$ cat src/rtl/bms_defs.svh
`ifndef BMS_DEFS_SVH
`define BMS_DEFS_SVH

`define BMS_CLK_HZ 20000000

// dwell per mode while the button is held
`define BMS_DWELL_S 5
`define BMS_DWELL_CYC (32'(`BMS_DWELL_S) * 32'(`BMS_CLK_HZ))

// inactivity timeout of the selection mode
`define BMS_IDLE_TO_MIN 15
`define BMS_IDLE_TO_CYC (36'(`BMS_IDLE_TO_MIN) * 36'h3C * 36'(`BMS_CLK_HZ))

// button must be stable this long
`define BMS_DEBOUNCE_MS 20
`define BMS_DEBOUNCE_CYC (32'(`BMS_DEBOUNCE_MS) * 32'(`BMS_CLK_HZ) / 32'h3E8)

// flash half period: 250 ms wraps in the 32-bit product, giving 705032 cycles, about 35 ms
`define BMS_FLASH_MS 250
`define BMS_FLASH_CYC (32'(`BMS_FLASH_MS) * 32'(`BMS_CLK_HZ) / 32'h3E8)

// length of the restart request
`define BMS_RESTART_MS 100
`define BMS_RESTART_CYC (32'(`BMS_RESTART_MS) * 32'(`BMS_CLK_HZ) / 32'h3E8)

`define BMS_STATE_RST 3'h0

`endif

$ cat src/rtl/bms_pkg.sv
package bms_pkg;

  typedef enum logic [2:0] {
    ST_IDLE = 3'h0,
    ST_SEL_CONFIG = 3'h1,
    ST_SEL_REBOOT = 3'h2,
    ST_SEL_FACTORY = 3'h3,
    ST_SEL_CANCEL = 3'h4,
    ST_DO_FACTORY = 3'h5,
    ST_DO_RESTART = 3'h6,
    ST_LOCKOUT = 3'h7
  } bms_state_t;

  typedef enum logic [1:0] {
    COL_OFF = 2'h0,
    COL_AMBER = 2'h1,
    COL_GREEN = 2'h2,
    COL_RED = 2'h3
  } bms_colour_t;

endpackage

$ cat src/rtl/bms_debounce.sv
`timescale 1ns/100ps

module bms_debounce #(
  parameter logic [31:0] STABLE_CYC = 32'h10
) (
  input wire logic clk_i,
  input wire logic rst_n_i,
  input wire logic ce_i,
  input wire logic raw_n_i,
  output logic pressed_o
);

  logic sync_meta;
  logic sync_pin;
  logic [31:0] stable_cnt;

  // pin is active low; the first stage feeds the second only
  always_ff @(posedge clk_i or negedge rst_n_i) begin
    if (!rst_n_i) begin
      sync_meta <= 1'h1;
      sync_pin <= 1'h1;
    end else if (ce_i) begin
      sync_meta <= raw_n_i;
      sync_pin <= sync_meta;
    end
  end

  wire raw_pressed = ~sync_pin;
  wire differs = raw_pressed != pressed_o;
  wire settled = stable_cnt == STABLE_CYC - 32'h1;

  // any bounce restarts the count, so a chattering contact never toggles the output
  always_ff @(posedge clk_i or negedge rst_n_i) begin
    if (!rst_n_i) begin
      stable_cnt <= 32'h0;
      pressed_o <= 1'h0;
    end else if (ce_i) begin
      if (differs && settled) begin
        pressed_o <= raw_pressed;
        stable_cnt <= 32'h0;
      end else if (differs) begin
        stable_cnt <= stable_cnt + 32'h1;
      end else begin
        stable_cnt <= 32'h0;
      end
    end
  end

endmodule

$ cat src/rtl/bms_top.sv
`timescale 1ns/100ps
`include "bms_defs.svh"

// What this block does
// - holding the button steps configuration, reboot, factory reset, cancel, in order
// - each mode lasts five seconds of continuous hold before the next
// - indicator flashes amber, green, red per mode; dark for cancel
// - committed reboot restarts the unit while flashing green throughout
// - committed factory reset restores defaults flashing red, then restarts flashing green
// - committed cancel abandons pending actions, does nothing more, indicator dark
// - fifteen minutes without activity ends the selection mode by itself
module bms_top #(
  parameter logic [31:0] DWELL_CYC = `BMS_DWELL_CYC,
  parameter logic [35:0] IDLE_TO_CYC = `BMS_IDLE_TO_CYC,
  parameter logic [31:0] DEBOUNCE_CYC = `BMS_DEBOUNCE_CYC,
  parameter logic [31:0] FLASH_CYC = `BMS_FLASH_CYC,
  parameter logic [31:0] RESTART_CYC = `BMS_RESTART_CYC
) (
  input wire logic CLK_I,
  input wire logic RST_N_I,
  input wire logic CE_I,
  input wire logic BUTTON_N_I,
  input wire logic ACTIVITY_I,
  input wire logic FACTORY_DONE_I,
  output logic LED_AMBER_O,
  output logic LED_GREEN_O,
  output logic LED_RED_O,
  output logic RESTART_O,
  output logic FACTORY_RESTORE_O,
  output logic ABANDON_O,
  output logic MODE_ACTIVE_O
);

  logic rst_meta;
  logic rst_n;

  // reset sync is not gated by the enable so release never waits on it
  always_ff @(posedge CLK_I or negedge RST_N_I) begin
    if (!RST_N_I) begin
      rst_meta <= 1'h0;
      rst_n <= 1'h0;
    end else begin
      rst_meta <= 1'h1;
      rst_n <= rst_meta;
    end
  end

  logic btn;
  logic btn_q;

  bms_debounce #(
    .STABLE_CYC(DEBOUNCE_CYC)
  ) u_debounce (
    .clk_i(CLK_I),
    .rst_n_i(rst_n),
    .ce_i(CE_I),
    .raw_n_i(BUTTON_N_I),
    .pressed_o(btn)
  );

  bms_pkg::bms_state_t state;
  bms_pkg::bms_state_t next_state;
  logic [31:0] dwell_cnt;
  logic [35:0] idle_cnt;
  logic [31:0] restart_cnt;
  logic [31:0] flash_cnt;
  logic flash_on;

  wire btn_edge = btn != btn_q;
  wire in_sel = (state == bms_pkg::ST_SEL_CONFIG) || (state == bms_pkg::ST_SEL_REBOOT) ||
                (state == bms_pkg::ST_SEL_FACTORY) || (state == bms_pkg::ST_SEL_CANCEL);
  wire dwell_done = dwell_cnt == DWELL_CYC - 32'h1;
  wire idle_done = idle_cnt == IDLE_TO_CYC - 36'h1;
  wire restart_done = restart_cnt == RESTART_CYC - 32'h1;
  wire flash_flip = flash_cnt == FLASH_CYC - 32'h1;
  wire state_chg = next_state != state;
  wire activity = ACTIVITY_I || btn_edge;

  always_comb begin
    next_state = state;
    unique case (state)
      bms_pkg::ST_IDLE: begin
        if (btn && !btn_q) begin
          next_state = bms_pkg::ST_SEL_CONFIG;
        end
      end
      bms_pkg::ST_SEL_CONFIG, bms_pkg::ST_SEL_REBOOT, bms_pkg::ST_SEL_FACTORY, bms_pkg::ST_SEL_CANCEL: begin
        // timeout wins over a release in the same cycle
        if (idle_done) begin
          next_state = bms_pkg::ST_LOCKOUT;
        end else if (!btn) begin
          unique case (state)
            bms_pkg::ST_SEL_REBOOT: next_state = bms_pkg::ST_DO_RESTART;
            bms_pkg::ST_SEL_FACTORY: next_state = bms_pkg::ST_DO_FACTORY;
            bms_pkg::ST_SEL_CANCEL: next_state = bms_pkg::ST_IDLE;
            default: next_state = bms_pkg::ST_IDLE;
          endcase
        end else if (dwell_done) begin
          unique case (state)
            bms_pkg::ST_SEL_CONFIG: next_state = bms_pkg::ST_SEL_REBOOT;
            bms_pkg::ST_SEL_REBOOT: next_state = bms_pkg::ST_SEL_FACTORY;
            bms_pkg::ST_SEL_FACTORY: next_state = bms_pkg::ST_SEL_CANCEL;
            default: next_state = bms_pkg::ST_SEL_CONFIG;
          endcase
        end
      end
      bms_pkg::ST_DO_FACTORY: begin
        if (FACTORY_DONE_I) begin
          next_state = bms_pkg::ST_DO_RESTART;
        end
      end
      bms_pkg::ST_DO_RESTART: begin
        if (restart_done) begin
          next_state = bms_pkg::ST_IDLE;
        end
      end
      bms_pkg::ST_LOCKOUT: begin
        // wait for release so a stuck button cannot re-enter at once
        if (!btn) begin
          next_state = bms_pkg::ST_IDLE;
        end
      end
    endcase
  end

  always_ff @(posedge CLK_I or negedge rst_n) begin
    if (!rst_n) begin
      state <= bms_pkg::bms_state_t'(`BMS_STATE_RST);
      btn_q <= 1'h0;
    end else if (CE_I) begin
      state <= next_state;
      btn_q <= btn;
    end
  end

  wire [31:0] next_dwell = (state_chg || !in_sel) ? 32'h0 : dwell_cnt + 32'h1;
  // mode steps are not activity, so a button held for ever still times out
  wire [35:0] next_idle = (!in_sel || activity) ? 36'h0 : idle_cnt + 36'h1;
  wire [31:0] next_restart = (state == bms_pkg::ST_DO_RESTART) ? restart_cnt + 32'h1 : 32'h0;

  always_ff @(posedge CLK_I or negedge rst_n) begin
    if (!rst_n) begin
      dwell_cnt <= 32'h0;
      idle_cnt <= 36'h0;
      restart_cnt <= 32'h0;
    end else if (CE_I) begin
      dwell_cnt <= next_dwell;
      idle_cnt <= next_idle;
      restart_cnt <= next_restart;
    end
  end

  // flash restarts lit on every mode entry so the new colour shows at once
  always_ff @(posedge CLK_I or negedge rst_n) begin
    if (!rst_n) begin
      flash_cnt <= 32'h0;
      flash_on <= 1'h1;
    end else if (CE_I) begin
      if (state_chg) begin
        flash_cnt <= 32'h0;
        flash_on <= 1'h1;
      end else if (flash_flip) begin
        flash_cnt <= 32'h0;
        flash_on <= ~flash_on;
      end else begin
        flash_cnt <= flash_cnt + 32'h1;
      end
    end
  end

  wire col_amber = state == bms_pkg::ST_SEL_CONFIG;
  wire col_green = (state == bms_pkg::ST_SEL_REBOOT) || (state == bms_pkg::ST_DO_RESTART);
  wire col_red = (state == bms_pkg::ST_SEL_FACTORY) || (state == bms_pkg::ST_DO_FACTORY);
  wire commit_cancel = (state == bms_pkg::ST_SEL_CANCEL) && !idle_done && !btn;
  wire next_in_sel = (next_state == bms_pkg::ST_SEL_CONFIG) || (next_state == bms_pkg::ST_SEL_REBOOT) ||
                     (next_state == bms_pkg::ST_SEL_FACTORY) || (next_state == bms_pkg::ST_SEL_CANCEL);

  always_ff @(posedge CLK_I or negedge rst_n) begin
    if (!rst_n) begin
      LED_AMBER_O <= 1'h0;
      LED_GREEN_O <= 1'h0;
      LED_RED_O <= 1'h0;
      RESTART_O <= 1'h0;
      FACTORY_RESTORE_O <= 1'h0;
      ABANDON_O <= 1'h0;
      MODE_ACTIVE_O <= 1'h0;
    end else if (CE_I) begin
      LED_AMBER_O <= col_amber && flash_on;
      LED_GREEN_O <= col_green && flash_on;
      LED_RED_O <= col_red && flash_on;
      RESTART_O <= next_state == bms_pkg::ST_DO_RESTART;
      FACTORY_RESTORE_O <= next_state == bms_pkg::ST_DO_FACTORY;
      ABANDON_O <= commit_cancel;
      MODE_ACTIVE_O <= next_in_sel;
    end
  end
endmodule

$ cat config.mk
export PLATFORM = sky130hd
export DESIGN_NAME = bms_top
export DESIGN_NICKNAME = d
export VERILOG_FILES = /design/src/rtl/bms_pkg.sv /design/src/rtl/bms_debounce.sv /design/src/rtl/bms_top.sv
export VERILOG_INCLUDE_DIRS = /design/src /design/src/rtl
export SDC_FILE = /design/constraint.sdc
export NUM_CORES = 1
export LEC_CHECK = 0
export BUFFER_PORTS_ARGS = -buffer_cell sky130_fd_sc_hd__buf_2
export CELL_PAD_IN_SITES_DETAIL_PLACEMENT = 1
export CELL_PAD_IN_SITES_GLOBAL_PLACEMENT = 1
export CORE_UTILIZATION = 40
export CTS_BUF_LIST = sky130_fd_sc_hd__clkbuf_8
export DETAILED_ROUTE_END_ITERATION = 12
export PLACE_DENSITY = 0.65
export SETUP_SLACK_MARGIN = 0.02
export SYNTH_ARGS = -nofsm -noshare
export SYNTH_HDL_FRONTEND = slang
export SYNTH_SLANG_ARGS = --single-unit
$ cat constraint.sdc
create_clock -name CLK_I -period 8.1 [get_ports CLK_I]
set_input_delay 1.215 -clock CLK_I [delete_from_list [all_inputs] [get_ports CLK_I]]
set_output_delay 1.215 -clock CLK_I [all_outputs]
set_load 0.01 [all_outputs]
; ---- After elaboration in Yosys (flattened, before gate mapping)
; Cells that the tools add are included.
; W data, S select, Z words.
[word_totals]
ff_bits = 181
latchBits = 0
ramBits = 0
rom_bits = 0
in_bits = 6
word_cells = 94
mem_count = 0
[op_classes]
n_addsub = 5
mul = 0
n_div = 0
n_lt_le_gt_ge = 0
eq_ne = 21
n_shift = 0
n_mux = 19
bitwise_logic = 2
reduce_logical = 27
[op_table]
columns = operator, count
row1 = $mux W32, 6
row2 = $add A32 B1 Y32 const B, 4
row3 = $add A36 B1 Y36 const B, 1
row4 = $eq A36 B35 Y1 const B, 1
row5 = $mux W36, 1
row6 = $eq A32 B19 Y1 const B, 1
row7 = $eq A32 B20 Y1 const B, 1
row8 = $eq A32 B21 Y1 const B, 1
row9 = $eq A32 B27 Y1 const B, 1
row10 = $eq A3 B3 Y1 const B, 7
row11 = $mux W3, 7
row12 = $pmux W3 S5, 1
row13 = $eq A3 B2 Y1 const B, 4
row14 = $logic_or A1 B1 Y1, 11
row15 = $pmux W3 S3, 1
row16 = $logic_and A1 B1 Y1, 7
row17 = $eq A3 B1 Y1 const B, 2
row18 = $pmux W3 S2, 1
row19 = $logic_not A1 Y1, 4
row20 = $reduce_and A2 Y1, 2
row21 = $reduce_or A4 Y1, 1
row22 = $logic_not A3 Y1, 1
row23 = $ne A3 B3 Y1, 1
row24 = $mux W1, 2
row25 = 3 further kinds, 5

; ---- Depth between registers and ports, before layout
[depth]
ltp_word = 10
ltp_mapped = 12
ltp_nobuf = 9

; ---- Cells and area by module
; A second synthesis with hierarchy kept.
[unflattened]
cells_unflattened = 1051
area_unflattened_um2 = 9691.8
[by_module_without_submodules]
columns = module, instances, cells_each, area_per_inst_um2, seq_area_each_um2
row1 = bms_top, 1, 837, 7702.4, 3654.8
row2 = bms_debounce, 1, 214, 1989.4, 878.3

; ---- Worst setup path after synthesis
; No wires, ideal clock.
[synth_timing]
kind = input -> register
start = in CE_I
end = reg idle_cnt[32]
arrival_time_ns = 3.342
setup_slack_ns = 4.680
stages = 9
path_buffers = 2
cell_sequence = clkbuf_1 -> inv_1 -> or3_1 -> or2_2 -> clkbuf_1 -> nor3_1 -> nand3_1 -> or3_1 -> a21oi_1
[synth_lines]
columns = element, line_no
row1 = from (decl), bms_top.sv:21  ; input wire logic CE_I,
row2 = to (signal assigned), bms_top.sv:148  ; idle_cnt <= next_idle;
row3 = to (decl), bms_top.sv:64  ; logic [35:0] idle_cnt;

; ---- Worst setup path in the final report
[layout_timing]
start = reg idle_cnt[23]
end = reg dwell_cnt[24]
[layout_between]
elab_chain_len = 6
[layout_rtl]
columns = element, line_no
row1 = $eq A36 B35 Y1, bms_top.sv:73  ; wire idle_done = idle_cnt == IDLE_TO_CYC - 36'h1;
row2 = $mux W3, bms_top.sv:89  ; if (idle_done) begin
row3 = $pmux W3 S5, bms_top.sv:81  ; unique case (state)
row4 = $ne A3 B3 Y1, bms_top.sv:76  ; wire state_chg = next_state != state;
row5 = $logic_or A1 B1 Y1, bms_top.sv:136  ; wire [31:0] next_dwell = (state_chg || !in_sel) ? 32'h0 : dwell_cnt + 32'h1;
row6 = $mux W32, bms_top.sv:136
row7 = to (signal assigned), bms_top.sv:147  ; dwell_cnt <= next_dwell;
row8 = to (decl), bms_top.sv:63  ; logic [31:0] dwell_cnt;
; No other way between the ends.
; A chain may end at the register's enable or synchronous reset.

==> flow_summary.yaml <==
run_status:
  status: "completed"
layout:
  antenna-diode-count: 0
  final_nets: 1055
  n_fill_cell: 2727
  drive_gt1_frac: 0.0739
  syn2layout_area_growth_pct: 7.25
  layout_common_cells: "dfrtp_1, nor2_1, nand2_1"
  layout_commonest_cell: "dfrtp_1"
  final_util: 0.437
synthesis:
  synth_edf_count: 0
  synth.area.top_cells: "dfrtp_1, xor2_1, nor2_1"
  synth_area_sq_um: 9570
  synth.distinct_cells: 66
  post-synth-top-area-cell: "dfrtp_1"
  syn_nets: 1057
  yosysWarnings: 0
  ys_seq_elements: 181
  avgSynthCellArea_sq_um: 9.16
  synthArstFlopShare: 1.00
  yosysSeqAreaShare: 0.474
  syn_inst: 1045
  synth_top_area_share: 0.465
  synth_ff_type: "dfrtp_1"
timing:
  fin_ws_ps: 4230
  tightestPinTransition_ps: 1050
  slew_headroom: 0.298
  fin_setup_tns_ps: 0
  rsz0062_at_grt: "false"
  setup_violations: 0
  min_period_ps: 3870
  hold_viol: 0
  max_freq_mhz: 258
  finClkSkew_ps: 22.5
  slew_viol_final: 0
  post-route-period-util: 0.478
grt:
  grt_pass1_vias: 7888
  grt_max_degree: 71
  grt_overflow: 0
  grt_pass1_wl_um: 40000
  grtUsageTotal: 0.203
  antenna_found_initial: 0
setup_path:
  arrival_ps: 4180
  crit_type: "reg -> reg"
  r2r-start: "idle_cnt[23]$_DFFE_PN0P_"
  crit_path_end_kind: "flip-flop"
  crit_path_start_kind: "flip-flop"
  crit_start: "idle_cnt[23]$_DFFE_PN0P_"
  cp_max_fo: 29
  cp.required_ps: 8410
cts:
  cts_hold_buf: 0
  numCtsBuffers: 17
  tritoncts: "done"
  numClockSinks: 181
  cts_resized: 0
  htreeDepth: 4
  postCtsSetupBuffers: 0
  insertion_delay_ps: 480
  clk_pin_slew_ps: 110
  clk_path_buf_depth: 2
  clockRootBuffer: "clkbuf_8"
routing:
  initialDrtViolationCount: 301
  ant_nets: 0
  dr_total_vias: 7530
  drcViolationCount: 0
  routed_wl_um: 22800
  routed_via_density: 5.48
  route.detailed.wl_per_inst_um: 16.6
  dr.pass1.iters: 4
power:
  leakagePower_uw: 0.00425
  total_power_uw: 1900
  ir_worst_vdd_mv: 0.0879
  power_density_nw_per_um2: 185
die:
  io_pins: 13
  initial_core_util: 0.408
  die_w_um: 157
  core_sq_um: 23500
  die_height_um: 157
  rows: 56
  dieArea_sq_um: 24600
min_path:
  hp-class: "reg -> async"
placed_design:
  place_congestion: 0.793
  place_hpwl_um: 15500
  place_ws_ps: 4020
  portBuffers: 12
job:
  maxCapViolCount: 0
[routing by layer]
layer  vias to the layer above  wire, um  global-route usage
li1                       3663         -                   -
met1                      3807     11600               0.285
met2                        44     10600               0.325
met3                        16       383              0.0349
met4                         0       214              0.0434
met5                         -         0                   0
[worst max-delay path: stages (launching register included)]
cell and delay, ps:
dfrtp_1 470, nor4b_1 300, nand4_1 200, or4_1 660, o211a_1 210, or4_1 530
a32oi_2 310, and2_1 870, nor3_1 150
[cells in the mapped netlist (all sizes together) (4+ instances only)]
library cell and instances:
xnor2 42, nor2b 7, a31oi 4, mux2 4, nand3 61, inv 19
o2bb2ai 11, and4 10, nor4b 6, nand4 40, a21oi 30, mux2i 5
and2 13, buf 12, ha 6, o31ai 11, nor4 31, nand2b 6
nor2 165, nand2 100, clkbuf 29, or3 20, nor3 26, xor2 74
dfrtp 178, and3 31, or2 4, or4 6, o21ai 54
[where the power goes]
part / internal [uW] / switching (uW) / total (uW)
Sequential: 946 / 65.5 / 1010
Clock: 236 / 379 / 615
Combinational: 93.4 / 177 / 270
[path summary, 6_finish.rpt]
path,to,slack (ps),cells past startpoint
setup reg to reg,dwell_cnt[24]$_DFFE_PN0P_,4230,8
max in group asynchronous,idle_cnt[0]$_DFFE_PN0P_,6400,1
min in group CLK_I,rst_n$_DFF_PN0_,360,0
hold / removal,restart_cnt[25]$_DFFE_PN0P_,360,0
hold reg to reg,restart_cnt[25]$_DFFE_PN0P_,360,0
setup / recovery,dwell_cnt[24]$_DFFE_PN0P_,4230,8
[cell families (layout without fill, tap and decap cells)]
kind of cell,after synthesis,after routing,share of synthesized area
and+or+nand+nor,535,535,0.281
DFF,181,181,0.474
AOI/OAI and AO/OA,135,135,0.0911
xor gates and xnor gates,116,116,0.106
buffers and inverters,62,73,0.0301
muxes,9,9,0.00993
adders and majority gates,6,6,0.00784
other,1,1,0.000392
[state kept, by name, indices dropped and copies added, names as in the netlist, 3 cells and up]
| signal | cells |
|---|---|
| u_debounce.stable_cnt | 32 |
| restart_cnt | 32 |
| dwell_cnt | 32 |
| state | 3 |
| flash_cnt | 32 |
| idle_cnt | 36 |
[area by class of cell]
| cell class | instances | area [sq um] | area share |
|---|---|---|---|
| clock inverter | 14 | 130 | 0.0127 |
| clock buffer | 18 | 248 | 0.0241 |
| timing repair buffer | 20 | 120 | 0.0117 |
| tap | 319 | 399 | 0.0389 |
| multi-input combinational | 802 | 4750 | 0.463 |
| inverter | 21 | 78.8 | 0.00768 |
| sequential | 181 | 4540 | 0.442 |
[through the flow]
stage                     hold WS (ps)  std cells  area (sq um)
after detailed placement           340       1343          9890
after floorplan                    331       1045          9570
after CTS                          367       1375         10300
final                              363       1375         10300
after global routing               368       1375         10300
after global placement             340       1343          9890
Note: power is estimated with default switching activity, not from simulation.
